File: src/hw/lbm_pkg.sv
package lbm_pkg;
  // Register byte offsets on the AXI4-Lite bus.
  localparam logic [7:0] ADDR_RAISE_LEVEL = 8'h00;
  localparam logic [7:0] ADDR_CLEAR_LEVEL = 8'h04;
  localparam logic [7:0] ADDR_LEAK_RATE = 8'h08;
  localparam logic [7:0] ADDR_BUCKET_SIZE = 8'h0C;
  localparam logic [7:0] ADDR_STATUS = 8'h10;
  localparam logic [7:0] ADDR_IRQ_STATUS = 8'h14;
  localparam logic [7:0] ADDR_IRQ_MASK = 8'h18;
  // Reset values of the software registers.
  localparam logic [7:0] RAISE_LEVEL_RST = 8'h08;
  localparam logic [7:0] CLEAR_LEVEL_RST = 8'h04;
  localparam logic [1:0] LEAK_RATE_RST = 2'h1;
  localparam logic [7:0] BUCKET_SIZE_RST = 8'h08;
  localparam logic [1:0] IRQ_MASK_RST = 2'h0;
  // Field positions.
  localparam int STATUS_ALARM_BIT = 8;
  localparam int IRQ_RAISE_BIT = 0;
  localparam int IRQ_CLEAR_BIT = 1;
  // AXI response codes.
  localparam logic [1:0] RESP_OKAY = 2'h0;
  localparam logic [1:0] RESP_SLVERR = 2'h2;
endpackage

File: src/hw/lbm_top.sv
// Decided for this implementation: register access over AXI4-Lite and the register offsets.
`timescale 1ns/1ns
// How it works
// - Bad or erratic monitoring cycle adds one.
// - Each clean leak period of 1/2/4/8 subtracts one.
// - Leaking down to clear level clears alarm.
// - Clear level: 8-bit read/write, resets to 0x04.
module lbm_top #(
  parameter int ADDR_W = 8
) (
  input wire logic aclk,
  input wire logic aresetn,
  input wire logic mon_tick,
  input wire logic ref_bad,
  output logic alarm,
  output logic irq,
  input wire logic [ADDR_W-1:0] s_axi_awaddr,
  input wire logic s_axi_awvalid,
  output logic s_axi_awready,
  input wire logic [31:0] s_axi_wdata,
  input wire logic [3:0] s_axi_wstrb,
  input wire logic s_axi_wvalid,
  output logic s_axi_wready,
  output logic [1:0] s_axi_bresp,
  output logic s_axi_bvalid,
  input wire logic s_axi_bready,
  input wire logic [ADDR_W-1:0] s_axi_araddr,
  input wire logic s_axi_arvalid,
  output logic s_axi_arready,
  output logic [31:0] s_axi_rdata,
  output logic [1:0] s_axi_rresp,
  output logic s_axi_rvalid,
  input wire logic s_axi_rready
);

  if (ADDR_W < 8)
  begin : g_chk
    $error("ADDR_W must be at least 8");
  end

  typedef struct packed {
    logic [7:0] acc;
    logic [3:0] leak_cnt;
    logic alarm;
    logic [7:0] raise_level;
    logic [7:0] clear_level;
    logic [1:0] leak_rate;
    logic [7:0] bucket_size;
    logic [1:0] irq_status;
    logic [1:0] irq_mask;
    logic irq;
    logic aw_have;
    logic [7:0] aw_addr;
    logic w_have;
    logic [7:0] w_data;
    logic w_strb0;
    logic awready;
    logic wready;
    logic bvalid;
    logic [1:0] bresp;
    logic arready;
    logic rvalid;
    logic [31:0] rdata;
    logic [1:0] rresp;
  } lbm_state_t;

  lbm_state_t st_reg;
  lbm_state_t st_next;

  // Leak period in monitoring cycles for a two-bit rate code.
  function automatic logic [3:0] lbm_period(input logic [1:0] code);
    lbm_period = 4'h1 << code;
  endfunction

  // Address decode shared by the read path and the write path.
  function automatic logic lbm_mapped(input logic [7:0] a);
    lbm_mapped = (a == lbm_pkg::ADDR_RAISE_LEVEL) || (a == lbm_pkg::ADDR_CLEAR_LEVEL) ||
                 (a == lbm_pkg::ADDR_LEAK_RATE) || (a == lbm_pkg::ADDR_BUCKET_SIZE) ||
                 (a == lbm_pkg::ADDR_STATUS) || (a == lbm_pkg::ADDR_IRQ_STATUS) ||
                 (a == lbm_pkg::ADDR_IRQ_MASK);
  endfunction

  logic do_write;
  logic [1:0] ev;

  //////////////////////////////////////////////////////////////////////////////
  // Next-state logic for the bucket, the alarm and the register slave.
  always_comb
  begin
    st_next = st_reg;
    ev = 2'h0;
    // Bucket: a bad cycle adds and restarts the leak timer, a clean cycle counts toward a leak.
    if (mon_tick)
    begin
      if (ref_bad)
      begin
        st_next.leak_cnt = 4'h0;
        if (st_reg.acc < st_reg.bucket_size)
        begin
          st_next.acc = st_reg.acc + 8'h01;
        end
      end
      else if (st_reg.leak_cnt + 4'h1 >= lbm_period(st_reg.leak_rate))
      begin
        st_next.leak_cnt = 4'h0;
        if (st_reg.acc != 8'h00)
        begin
          st_next.acc = st_reg.acc - 8'h01;
        end
      end
      else
      begin
        st_next.leak_cnt = st_reg.leak_cnt + 4'h1;
      end
    end
    // Raise has priority so a misprogrammed clear level above raise level cannot chatter.
    if (!st_reg.alarm && st_reg.acc >= st_reg.raise_level)
    begin
      st_next.alarm = 1'b1;
      ev[lbm_pkg::IRQ_RAISE_BIT] = 1'b1;
    end
    else if (st_reg.alarm && st_reg.acc <= st_reg.clear_level && st_reg.acc < st_reg.raise_level)
    begin
      st_next.alarm = 1'b0;
      ev[lbm_pkg::IRQ_CLEAR_BIT] = 1'b1;
    end
    // Write channel: address and data are latched independently, in either order.
    if (s_axi_awvalid && st_reg.awready)
    begin
      st_next.aw_have = 1'b1;
      st_next.aw_addr = s_axi_awaddr[7:0];
    end
    if (s_axi_wvalid && st_reg.wready)
    begin
      st_next.w_have = 1'b1;
      st_next.w_data = s_axi_wdata[7:0];
      st_next.w_strb0 = s_axi_wstrb[0];
    end
    if (st_reg.bvalid && s_axi_bready)
    begin
      st_next.bvalid = 1'b0;
    end
    do_write = st_reg.aw_have && st_reg.w_have && !st_reg.bvalid;
    if (do_write)
    begin
      st_next.aw_have = 1'b0;
      st_next.w_have = 1'b0;
      st_next.bvalid = 1'b1;
      st_next.bresp = lbm_mapped(st_reg.aw_addr) ? lbm_pkg::RESP_OKAY : lbm_pkg::RESP_SLVERR;
      if (st_reg.w_strb0)
      begin
        case (st_reg.aw_addr)
          lbm_pkg::ADDR_RAISE_LEVEL: st_next.raise_level = st_reg.w_data;
          lbm_pkg::ADDR_CLEAR_LEVEL: st_next.clear_level = st_reg.w_data;
          lbm_pkg::ADDR_LEAK_RATE: st_next.leak_rate = st_reg.w_data[1:0];
          lbm_pkg::ADDR_BUCKET_SIZE: st_next.bucket_size = st_reg.w_data;
          lbm_pkg::ADDR_IRQ_STATUS: st_next.irq_status = st_reg.irq_status & ~st_reg.w_data[1:0];
          lbm_pkg::ADDR_IRQ_MASK: st_next.irq_mask = st_reg.w_data[1:0];
          default: st_next.irq_mask = st_next.irq_mask;
        endcase
      end
    end
    // An event in the same cycle as its write-one-to-clear stays set.
    st_next.irq_status = st_next.irq_status | ev;
    st_next.irq = |(st_next.irq_status & st_next.irq_mask);
    st_next.awready = !st_next.aw_have && !st_next.bvalid;
    st_next.wready = !st_next.w_have && !st_next.bvalid;
    // Read channel: one read at a time, answered the cycle after the address is taken.
    if (st_reg.rvalid && s_axi_rready)
    begin
      st_next.rvalid = 1'b0;
    end
    if (s_axi_arvalid && st_reg.arready)
    begin
      st_next.rvalid = 1'b1;
      st_next.rresp = lbm_mapped(s_axi_araddr[7:0]) ? lbm_pkg::RESP_OKAY : lbm_pkg::RESP_SLVERR;
      st_next.rdata = 32'h0000_0000;
      case (s_axi_araddr[7:0])
        lbm_pkg::ADDR_RAISE_LEVEL: st_next.rdata[7:0] = st_reg.raise_level;
        lbm_pkg::ADDR_CLEAR_LEVEL: st_next.rdata[7:0] = st_reg.clear_level;
        lbm_pkg::ADDR_LEAK_RATE: st_next.rdata[1:0] = st_reg.leak_rate;
        lbm_pkg::ADDR_BUCKET_SIZE: st_next.rdata[7:0] = st_reg.bucket_size;
        lbm_pkg::ADDR_STATUS:
        begin
          st_next.rdata[7:0] = st_reg.acc;
          st_next.rdata[lbm_pkg::STATUS_ALARM_BIT] = st_reg.alarm;
        end
        lbm_pkg::ADDR_IRQ_STATUS: st_next.rdata[1:0] = st_reg.irq_status;
        lbm_pkg::ADDR_IRQ_MASK: st_next.rdata[1:0] = st_reg.irq_mask;
        default: st_next.rdata = 32'h0000_0000;
      endcase
    end
    st_next.arready = !st_next.rvalid;
  end

  //////////////////////////////////////////////////////////////////////////////
  // State register with synchronous reset.
  always_ff @(posedge aclk)
  begin
    if (!aresetn)
    begin
      st_reg <= '0;
      st_reg.raise_level <= lbm_pkg::RAISE_LEVEL_RST;
      st_reg.clear_level <= lbm_pkg::CLEAR_LEVEL_RST;
      st_reg.leak_rate <= lbm_pkg::LEAK_RATE_RST;
      st_reg.bucket_size <= lbm_pkg::BUCKET_SIZE_RST;
      st_reg.irq_mask <= lbm_pkg::IRQ_MASK_RST;
    end
    else
    begin
      st_reg <= st_next;
    end
  end

  // All outputs come straight from the state register.
  assign alarm = st_reg.alarm;
  assign irq = st_reg.irq;
  assign s_axi_awready = st_reg.awready;
  assign s_axi_wready = st_reg.wready;
  assign s_axi_bvalid = st_reg.bvalid;
  assign s_axi_bresp = st_reg.bresp;
  assign s_axi_arready = st_reg.arready;
  assign s_axi_rvalid = st_reg.rvalid;
  assign s_axi_rdata = st_reg.rdata;
  assign s_axi_rresp = st_reg.rresp;

  //////////////////////////////////////////////////////////////////////////////
  // Checks on the bucket and alarm behaviour and on the clear level reset value.
  property p_bad_adds;
    @(posedge aclk) disable iff (!aresetn)
    mon_tick && ref_bad && st_reg.acc < st_reg.bucket_size |=> st_reg.acc == $past(st_reg.acc) + 8'h01;
  endproperty
  a_bad_adds: assert property (p_bad_adds) else $error("bad cycle did not add one");

  property p_clean_leaks;
    @(posedge aclk) disable iff (!aresetn)
    mon_tick && !ref_bad && st_reg.acc != 8'h00 &&
      st_reg.leak_cnt + 4'h1 >= lbm_period(st_reg.leak_rate)
      |=> st_reg.acc == $past(st_reg.acc) - 8'h01;
  endproperty
  a_clean_leaks: assert property (p_clean_leaks) else $error("leak period did not subtract");

  property p_raise;
    @(posedge aclk) disable iff (!aresetn)
    !st_reg.alarm && st_reg.acc >= st_reg.raise_level |=> alarm ##1 irq || !st_reg.irq_mask[0];
  endproperty
  a_raise: assert property (p_raise) else $error("alarm not raised at raise level");

  property p_clear;
    @(posedge aclk) disable iff (!aresetn)
    st_reg.alarm && st_reg.acc <= st_reg.clear_level && st_reg.acc < st_reg.raise_level
      |=> !alarm && st_reg.irq_status[1];
  endproperty
  a_clear: assert property (p_clear) else $error("alarm not cleared at clear level");

  property p_clear_rst;
    @(posedge aclk)
    !aresetn |=> st_reg.clear_level == lbm_pkg::CLEAR_LEVEL_RST;
  endproperty
  a_clear_rst: assert property (p_clear_rst) else $error("clear level reset value wrong");

endmodule

File: config.mk
export PLATFORM = sky130hd
export DESIGN_NAME = lbm_top
export DESIGN_NICKNAME = d
export VERILOG_FILES = /design/src/hw/lbm_pkg.sv /design/src/hw/lbm_top.sv
export SDC_FILE = /design/constraint.sdc
export NUM_CORES = 1
export LEC_CHECK = 0
export ABC_AREA = 0
export BUFFER_PORTS_ARGS = -buffer_cell sky130_fd_sc_hd__buf_2
export CAP_MARGIN = 20
export CORE_MARGIN = 5
export CORE_UTILIZATION = 40
export CTS_BUF_LIST = sky130_fd_sc_hd__clkbuf_8
export DETAILED_ROUTE_END_ITERATION = 12
export PLACE_DENSITY = 0.64
export SETUP_SLACK_MARGIN = 0.3
export SLEW_MARGIN = 5
export SYNTH_ARGS = -nofsm -noshare
export SYNTH_HDL_FRONTEND = slang
export SYNTH_SLANG_ARGS = --single-unit
File: constraint.sdc
create_clock -name aclk -period 4.46 [get_ports aclk]
set_input_delay 1.338 -clock aclk [delete_from_list [all_inputs] [get_ports aclk]]
set_output_delay 1.338 -clock aclk [all_outputs]
set_load 0.02 [all_outputs]
# [Word level (Yosys, flattened, before mapping)]
# Index checks and enable logic that the tools add are counted.
[word_totals] in_bits=61 latch_bits=0 n_memories=0 ram_bits=0 register_bits=81 rom_bits=0
[op_classes] bitwise=4 reduce_logical=42 shift=1 n_mux=27 eq_ne=13 n_div=0 multipliers=0 add_sub_neg=3 order_cmp=5
[ops] cell="$eq A8 B5 Y1 const B" count=6
[ops] cell="$mux W35" count=1
[ops] cell="$eq A8 B4 Y1 const B" count=4
[ops] cell="$mux W8" count=3
[ops] cell="$pmux W6 S4" count=1
[ops] cell="$eq A8 B3 Y1 const B" count=2
[ops] cell="$logic_not A8 Y1" count=2
[ops] cell="$lt A8 B8 Y1" count=2
[ops] cell="$pmux W2 S7" count=1
[ops] cell="$logic_and A1 B1 Y1" count=12
[ops] cell="$logic_or A1 B1 Y1" count=12
[ops] cell="$mux W12" count=1
[ops] cell="$mux W4" count=3
[ops] cell="$reduce_and A3 Y1" count=4
[ops] cell="$mux W1" count=10
[ops] cell="$mux W10" count=1
[ops] cell="$mux W9" count=1
[ops] cell="$add A8 B1 Y8 const B" count=1
[ops] cell="$ge A8 B8 Y1" count=1
[ops] cell="$le A8 B8 Y1" count=1
[ops] cell="$mux W2" count=4
[ops] cell="$reduce_bool A8 Y1" count=1
[ops] cell="$sub A8 B1 Y8 const B" count=1
[ops] cell="$logic_not A1 Y1" count=6
[ops] cell="11 further kinds" count=14

# [Depth between registers and ports, before layout]
# Gate-level depths: netlist (run 1).
[logic_depth] word_depth=11 depth_mapped=9 ltp_nobuf=9

# [Worst setup path after synthesis (run 1)]
# OpenSTA, ideal clock, no wires.
[synth_path] kind="input -> register" start="input ref_bad" end="register st_reg[103] in the netlist's numbering" arrival_time_ps=2844 n_path_buf=0 cell_stages=8 setup_slack_ps=1548 cell_sequence="inv_1 > ha_1 > a21oi_2 > o211ai_2 > o41ai_4 > xnor2_1 > or3_1 > a21oi_2"
[synth_between] elab_chain_cells=2 elab_cells_between_ends=5 classes_between="1 x eq/ne; 1 x mux; 3 x reduce/logical"
[synth_lines] item="start, declared" line="lbm_top.sv:14" source="input wire logic ref_bad,"
[synth_lines] item="$ne A2 B1 Y1 (no line) / $reduce_bool A2 Y1 (equally long branches)"
[synth_lines] item="$reduce_and A4 Y1 (no line)"
[synth_lines] item="end signal, assigned" line="lbm_top.sv:211" source="st_reg <= st_next;"
[synth_lines] item="end, declared" line="lbm_top.sv:67" source="lbm_state_t st_reg;"
# Several ways; a longest one is shown, not always the timed one.
# A chain may end at the register's enable or synchronous reset.

# [Worst setup path after layout (run 1)]
# Ends and elaborated chain as after synthesis.

==> impl_metrics.ini, run 1 <==
[outcome]
outcome = complete, no violations

[cells_and_area]
final_cell_mix = nand2_1 (118), dfxtp_1 (79), a21oi_1 (60), buf_2 (51), ha_1 (34)
area_delta_synth_final_pct = 9.26
nFillCells = 1075
num_antenna_cells = 0
largest_reg_flops = 61
final_cells = 736
finalNetCount = 687
multi_input_area_mm2 = 0.00253
layout-drive-gt1-share_pct = 13.8
layout_commonest_cell = nand2_1
stdcell_area_mm2 = 0.00489
seq_area_mm2 = 0.00158

[critical_path]
startpoint_type = primary input
r2r_slack_ps = 2200
cp.arrival_ps = 3170
crit_required_ps = 4750
worstSetupStartpoint = ref_bad
rr_startpoint = st_reg[92]$_SDFFE_PN0P_
endpoint_kind = flop
worstSetupPathType = primary input to flop
r2r_cells = 8
cp_max_fo = 8

[floorplan]
die_y_um = 116
die_x_um = 116
boundaryPins = 104
design.die.area_mm2 = 0.0134
core_area_mm2 = 0.0109
rows = 38
initial_core_util_pct = 41.1

[placed_design]
place.gp.congestion = 0.891
dp_hpwl_um = 7840
portBuffers = 51
place_area_mm2 = 0.00465
dp.cells = 720

[job]
maxCapViolCount = 0

[drt]
top_layer = met4
drt-met1-wl_um = 4800
firstDrtPassIters = 4
drc = 0
drt_iter0_drc = 198
via_per_inst = 5.18
wl_met2_um = 4620
antenna_left = 0
routed_wl_um = 10300
wl_met3_um = 561
via_count = 3809
wl_per_cell_um = 14.0

[timing]
slew_viol_final = 0
skew_ps = 12.5
fin_setup_tns_ps = 0
maxSlewHeadroom_pct = 34.3
clock.fmax_mhz = 348
hold_viol_final = 0
timing.hold.ws_ps = 453
post-route-min-period_ps = 2880
worst_slew_pin_slew_ps = 983
rsz0062_at_grt = no
setup_viol = 0
fin_crit_sh_pct = 64.5

[grt]
grt_pass1_vias = 3645
antenna_found_initial = 0
grt_max_degree = 49
grt_overflow = 0
grt_pass1_wl_um = 17000
grt_usage_pct = 16.0

[clock_network]
clk_latency_ps = 360
clock-root-buffer = clkbuf_8
h-tree-depth = 3
cts_sinks = 79
clk_pin_slew_ps = 80
postCtsSetupBuffers = 0
cts_resized = 0
clock_path_buffers = 2
cts-hold-fix-buffers = 0
cts_buffers = 9
cts_tree = done

[synth]
synth_area_mm2 = 0.00447
synth_cell_types = 57
synthCells = 559
synth_edf_count = 0
synth_warnings = 0
synth_seq_area_share_pct = 35.4
ys_ff_latch = 79
avgSynthCellArea_um2 = 8.00
synthFlopType = dfxtp_1
synthArstFlopShare_pct = 0

[power_and_ir_drop]
p_leak_uw = 0.00198
ir_drop_mv = 0.148
power_density_mw_per_mm2 = 440

[hold_path]
hold_class = flop to flop
hp-start = s_axi_rdata[5]$_SDFFE_PN0P_
holdPathStages = 2
-- kinds of logic after synthesis --
| group | after synthesis | synth area share [%] |
|---|---|---|
| AOI/OAI and AO/OA | 125 | 17.8 |
| xor gates and xnor gates | 11 | 2.15 |
| adders and majority gates | 35 | 9.96 |
| buffers and inverters | 83 | 10.2 |
| DFF | 79 | 35.4 |
| muxes | 11 | 2.46 |
| other | 1 | 0.0838 |
| and+or+nand+nor | 214 | 22.1 |
-- synthesized netlist by cell type (3+ instances only) --
cell type | n | area (µm²)
o211ai_1 | 4 | 30.0
buf_4 | 36 | 270
o21ai_1 | 5 | 25.0
ha_1 | 34 | 425
xnor2_1 | 7 | 61.3
nor2_1 | 31 | 116
nand4_1 | 6 | 37.5
inv_1 | 28 | 105
o21ai_0 | 23 | 115
nand4b_1 | 4 | 35.0
a222oi_1 | 5 | 50.1
buf_2 | 6 | 30.0
nand3_1 | 16 | 80.1
nand2b_1 | 8 | 50.1
nor3_1 | 8 | 40.0
dfxtp_1 | 79 | 1580
and2_1 | 4 | 25.0
or4_1 | 3 | 22.5
xor2_1 | 4 | 35.0
a31oi_1 | 5 | 31.3
a21oi_2 | 4 | 35.0
a21oi_1 | 60 | 300
mux2i_1 | 11 | 110
clkbuf_1 | 12 | 45.0
nand2_1 | 118 | 443
-- critical path, cell delays in order --
cell	delay, ps
buf_2	130
inv_1	260
ha_1	350
nand2_1	150
o211ai_2	130
o41ai_4	230
xnor2_1	120
or3_1	330
a21oi_2	130
-- power breakdown --
group | switching [µW] | internal [µW] | total, µW
clock | 294 | 327 | 621
combinational | 383 | 291 | 674
sequential | 95.8 | 759 | 855
-- cell type report --
type	count	area share [%]
Timing Repair Buffer	52	5.38
Tap cell	140	3.58
Clock buffer	9	2.53
Clock inverter	7	2.28
Multi-Input combinational cell	421	51.7
Sequential cell	79	32.4
Inverter	28	2.15
-- through the flow --
| step | utilization [%] | worst slack, ps | power, µW |
|---|---|---|---|
| floorplan | - | 1550 | 1390 |
| global placement | 42.7 | 1250 | 1510 |
| detailed placement | 42.7 | 1220 | 1540 |
| CTS | 44.9 | 1600 | 2160 |
| global route | 44.9 | 1470 | 2290 |
| finish | 44.9 | 1580 | 2150 |
-- metal layers --
metal | track usage [%] | up-vias
met5 | 0 | -
met3 | 3.29 | 23
met4 | 7.50 | 0
met2 | 25.5 | 112
li1 | - | 1939
met1 | 20.8 | 1735
-- path summary, 6_finish.rpt --
path                                                    end
worst max-delay path               st_reg[103]$_SDFFE_PN0P_
worst min register to register  s_axi_rdata[5]$_SDFFE_PN0P_
worst max register to register     st_reg[100]$_SDFFE_PN0P_
worst min-delay path            s_axi_rdata[5]$_SDFFE_PN0P_
(Power assumes the default switching activity.)
==> run 2, diff against run 1 <==
- ABC_AREA: 0 -> 1
- clock period: 4.46 -> 2.85 ns (I/O delays scaled with it)
==> run 2 against run 1 <==
Net effect: clock power up 36%; die area up 1.4%; final cell count up 12%; highest routed layer unchanged; global-route usage down 0.46 points; sequential share of layout area down 0.43 points; via count up 4.1%; utilization down 0.95 points; flip-flop and latch count unchanged; hold slack better by 3.5 ps; setup slack worse by 960 ps.
==> impl_metrics.ini, run 2 <==
[synth]
synth_area_mm2 = 0.00454
synthArstFlopShare_pct = 0
synth_commonest_cells = nand2_1 (113), dfxtp_1 (79), inv_1 (78)
ys_top_cells_by_area = dfxtp_1 (35%), ha_1 (9.4%), nand2_1 (9.3%)
synth_cell_types = 40
synthCells = 637
yosysMostFrequentCell = nand2_1
synth_warnings = 0
synth_seq_area_share_pct = 34.8
synthFlopType = dfxtp_1
synth_edf_count = 0
avgSynthCellArea_um2 = 7.13
synth_largest_area_cell = dfxtp_1
yosys.area.top_type_share_pct = 34.8
ys_ff_latch = 79

[power_and_ir_drop]
clkPwrFrac_pct = 29.8
p_sw_share_pct = 33.5
pwr-share-seq_pct = 44.7
p_switching_uw = 949
comb_power_share_pct = 25.6
power_density_mw_per_mm2 = 573
ir_drop_mv = 0.286
p_leak_uw = 0.00237
p_int_uw = 1890

[critical_path]
cp.arrival_ps = 2480
worstSetupPathType = flop to flop
startpoint_type = flop
endpoint_kind = flop
cp_max_fo = 10
crit_required_ps = 3110
cp_cell_sequence = ha_1 > xor2_1 > ha_1 > nand2_1 > inv_1 > nand3_1 > nand4_1 > nand2_1 > clkinv_1 > nand2_2 > nand2_1 > nand2_1 > nor2_1
cp_slowest_cell = dfxtp_1
cpPeakStageDelay_ps = 410
critPathMostFrequentCell = nand2_1

[cells_and_area]
largest_reg_flops = 61
stdcell_area_mm2 = 0.00495
layout_commonest_cell = nand2_1
area_delta_synth_final_pct = 9.01
finish.utilization_pct = 43.9
nFillCells = 1179
finalNetCount = 772
final_cell_mix = nand2_1 (113), inv_1 (81), dfxtp_1 (79), nor2_1 (69), a21oi_1 (60)
layout-drive-gt1-share_pct = 12.2
num_antenna_cells = 0

[clock_network]
clk_latency_ps = 360
h-tree-depth = 3
cts_sinks = 79
clock_path_buffers = 2
cts_buffers = 9
cts_resized = 0
cts-hold-fix-buffers = 0
clk_pin_slew_ps = 80
postCtsSetupBuffers = 0
cts_tree = done
clock-root-buffer = clkbuf_8

[drt]
firstDrtPassIters = 4
drc = 0
via_count = 3967
antenna_left = 0
wl_per_cell_um = 12.4
routed_wl_um = 10200
drt_iter0_drc = 156
via_per_inst = 4.81

[timing]
post-route-min-period_ps = 2230
skew_ps = 8.62
rsz0062_at_grt = no
clock.fmax_mhz = 449
fin_setup_tns_ps = 0
worst_slew_pin_slew_ps = 692
maxSlewHeadroom_pct = 53.6
setup_viol = 0
slew_viol_final = 0
hold_viol_final = 0
fin_crit_sh_pct = 78.2

[placed_design]
place.gp.congestion = 0.938
dp_hpwl_um = 7890
place_area_mm2 = 0.00475
portBuffers = 51

[floorplan]
initial_core_util_pct = 40.3
core_area_mm2 = 0.0113
die_x_um = 117
design.die.area_mm2 = 0.0136
boundaryPins = 104
die_y_um = 117
rows = 39

[grt]
grt_overflow = 0
antenna_found_initial = 0
grt_pass1_vias = 3787
grt_max_degree = 49
grt_pass1_wl_um = 16800
grt_usage_pct = 15.5

[outcome]
outcome = complete, no violations

[job]
maxCapViolCount = 0

[hold_path]
hold_class = flop to flop
## run 2: cell types whose count changed after synthesis, moves of 6 or more
cell / previous run / this run
inv_1: 28 / 78
nor2_1: 31 / 69
nand3_1: 16 / 33
mux2i_1: 11 / 0
a211oi_1: 1 / 7
nand2b_1: 8 / 0
o21ai_0: 23 / 59
## run 2: area by class of cell
| type | instances | area, µm² | share of cell area, % |
|---|---|---|---|
| inverter | 82 | 309 | 6.24 |
| clock buffer | 11 | 151 | 3.06 |
| clock inverter | 5 | 50.0 | 1.01 |
| tap | 143 | 179 | 3.61 |
| multi-input combinational | 451 | 2410 | 48.7 |
| sequential | 79 | 1580 | 31.9 |
| timing repair buffer | 53 | 270 | 5.46 |
## run 2: power groups by stage
stage                     clock, µW  combinational (µW)  sequential, µW
final                           844                 725            1270
after global routing            917                 833            1280
after CTS                       870                 728            1260
after detailed placement          0                 722            1290
after global placement            0                 698            1290
after floorplan                   0                 573            1280
## run 2: path summary, 6_finish.rpt
kind / start / end / slack, ps / cells after the start
setup / recovery: st_reg[92]$_SDFFE_PN0P_ / st_reg[100]$_SDFFE_PN0P_ / 620 / 13
hold / removal: st_reg[58]$_SDFFE_PN0P_ / st_reg[58]$_SDFFE_PN0P_ / 460 / 2
hold reg to reg: st_reg[58]$_SDFFE_PN0P_ / st_reg[58]$_SDFFE_PN0P_ / 460 / 2
setup reg to reg: st_reg[92]$_SDFFE_PN0P_ / st_reg[100]$_SDFFE_PN0P_ / 620 / 13
## run 2: logic make-up (layout without fill, tap and decap cells)
logic type      Yosys count  count (layout)  synth area share (%)
buf+inv                 131             151                  14.1
xor+xnor                  7               7                  1.35
flops                    79              79                  34.8
other cells               1              25                0.0825
fa+ha+maj                35              35                  9.80
compound gates          142             142                  16.6
simple gates            242             242                  23.2
## run 2: stage by stage
stage               setup WS, ps  total power [µW]  cells  hold slack, ps
detailed placement           379              2010    808             449
CTS                          602              2860    824             462
finish                       622              2840    824             457
global route                 409              3030    824             490
floorplan                    762              1850    661             430
global placement             430              1980    808             443
## run 2: critical path, delay by kind of cell, from the launching register on
kind / cells / cell delay (ps)
and+or+nand+nor: 8 / 730
DFF: 1 / 410
xor gates and xnor gates: 1 / 230
buffers and inverters: 2 / 280
adders and majority gates: 2 / 470
## run 2: routing by layer
layer	vias up	global-route usage [%]	part of all wire, %
met5	-	0	0
met4	0	7.03	2.6
met3	20	3.01	3.5
met2	86	26.2	47
met1	1767	19.2	47
li1	2094	-	-
==> run 3, diff against run 2 <==
- clock period: 2.85 -> 2.22 ns (I/O delays scaled with it)
==> run 3 against run 2 <==
Net effect: combinational power grew 39%; global-route usage increased by 0.38 points; setup slack got worse by 260 ps; flip-flop and latch count did not move; wire length increased by 1.7%; first-iteration DRC count is 6.4% higher; via count grew 1.6%; die area did not move.
==> impl_metrics.ini, run 3 (same netlist as run 2, synthesis figures left out) <==
[critical_path]
cp.arrival_ps = 2150
endpoint = st_reg[99]$_SDFFE_PN0P_
cp_max_fo = 7
rr_startpoint = st_reg[92]$_SDFFE_PN0P_
worstSetupPathType = flop to flop
worstSetupStartpoint = st_reg[92]$_SDFFE_PN0P_
endpoint_kind = flop
r2r_cells = 13
crit_required_ps = 2510
r2r_slack_ps = 360
r2r_end = st_reg[99]$_SDFFE_PN0P_
startpoint_type = flop

[clock_network]
cts_sinks = 79
clk_latency_ps = 360
clock_path_buffers = 2
cts-hold-fix-buffers = 0
h-tree-depth = 3
clock-root-buffer = clkbuf_8
cts_buffers = 9
clk_pin_slew_ps = 80
cts_tree = done

[hold_path]
hold_class = flop to flop

[placed_design]
place.gp.congestion = 0.942
dp_hpwl_um = 8020
portBuffers = 51

[drt]
routed_wl_um = 10400
drc = 0
wl_per_cell_um = 12.4
antenna_left = 0
via_per_inst = 4.81
via_count = 4030
firstDrtPassIters = 4
drt_iter0_drc = 166

[cells_and_area]
num_antenna_cells = 0
largest_reg_flops = 61
final_cell_mix = nand2_1 (111), inv_1 (77), dfxtp_1 (72), nor2_1 (69)
area_delta_synth_final_pct = 13.7
layout_commonest_cell = nand2_1
layout-drive-gt1-share_pct = 17.7
finalNetCount = 786

[floorplan]
die_x_um = 117
boundaryPins = 104
initial_core_util_pct = 40.3
core_area_mm2 = 0.0113
die_y_um = 117
design.die.area_mm2 = 0.0136
rows = 39

[power_and_ir_drop]
p_switching_uw = 1280
p_int_uw = 2320
ir_drop_mv = 0.370
comb_power_share_pct = 27.9
p_leak_uw = 0.00242
p_sw_share_pct = 35.6
clkPwrFrac_pct = 26.6
pwr-share-seq_pct = 45.4
power_density_mw_per_mm2 = 697

[timing]
setup_viol = 0
slew_viol_final = 0
worst_slew_pin_slew_ps = 581
skew_ps = 7.88
rsz0062_at_grt = yes
maxSlewHeadroom_pct = 61.1
timing.hold.ws_ps = 467
clock.fmax_mhz = 538
fin_setup_tns_ps = 0
hold_viol_final = 0
post-route-min-period_ps = 1860
fin_crit_sh_pct = 83.8

[grt]
grt_usage_pct = 15.9
grt_pass1_vias = 3875
grt_pass1_wl_um = 17300
grt_overflow = 0
antenna_found_initial = 0
grt_max_degree = 49

[job]
maxCapViolCount = 0

[outcome]
outcome = complete, no violations
-- run 3: cell count changes in the layout (fill, tap and decap cells not counted), sizes merged --
cell,previous run,this run
inv,82,80
buf,53,65
clkbuf,11,10
clkinv,4,6
bufinv,1,0
clkinvlp,0,4
-- run 3: final cells by class --
class                      instances  area [µm²]
sequential                        79        1600
timing repair buffer              66         374
fill                            1141        6110
multi-input combinational        451        2520
tap                              143         179
clock inverter                     7        50.0
inverter                          82         318
clock buffer                       9         124
timing repair inverter             1        7.51
-- run 3: power groups by stage --
stage / Clock, µW / Combinational (µW) / Sequential [µW]
global route: 1050 / 1160 / 1650
finish: 958 / 1010 / 1640
global placement: 0 / 916 / 1650
floorplan: 0 / 736 / 1640
CTS: 987 / 962 / 1620
detailed placement: 0 / 949 / 1660
-- run 3: worst min-delay path by stage --
stage,from,end,depth (start not counted)
global placement,st_reg[58]$_SDFFE_PN0P_,st_reg[58]$_SDFFE_PN0P_,2
finish,s_axi_rdata[7]$_SDFFE_PN0P_,s_axi_rdata[7]$_SDFFE_PN0P_,2
CTS,s_axi_rdata[1]$_SDFFE_PN0P_,s_axi_rdata[1]$_SDFFE_PN0P_,2
global route,s_axi_rdata[7]$_SDFFE_PN0P_,s_axi_rdata[7]$_SDFFE_PN0P_,2
detailed placement,s_axi_rdata[1]$_SDFFE_PN0P_,s_axi_rdata[1]$_SDFFE_PN0P_,2
floorplan,st_reg[58]$_SDFFE_PN0P_,st_reg[58]$_SDFFE_PN0P_,2
-- run 3: through the flow --
step | total power [µW] | cell area, µm² | cells | utilization [%] | worst slack [ps]
2_1_floorplan | 2370 | 4630 | 661 | - | 321
3_3_place_gp | 2570 | 4810 | 816 | 42.7 | 46.5
3_5_place_dp | 2600 | 4810 | 816 | 42.7 | 5.20
4_1_cts | 3570 | 5000 | 833 | 44.4 | 299
5_1_grt | 3860 | 5160 | 838 | 45.8 | 247
6_report | 3600 | 5160 | 838 | 45.8 | 360
-- run 3: routing by layer --
layer | track usage, % | up-vias | share of wire (%)
met4 | 6.19 | 0 | 2.1
met3 | 3.42 | 20 | 4.4
met1 | 19.8 | 1808 | 45
met2 | 27.0 | 72 | 48
li1 | - | 2130 | -
met5 | 0 | - | 0
-- run 3: worst max-delay path, cell delays in order (launching register included) --
cell,delay (ps)
dfxtp_4,370
ha_4,160
xor2_2,170
ha_1,270
nand2_1,80
inv_2,40
nand3_1,60
nand4_1,90
nand2_2,110
clkinv_4,70
buf_6,130
nand3_1,70
nand2_1,50
nor2_1,110
-- run 3: repair_timing --
item,in CTS,in global routing
pin swaps,2,5
resized for setup,6,25
setup endpoints to repair,8,10
gates cloned,0,1
setup buffers,1,4
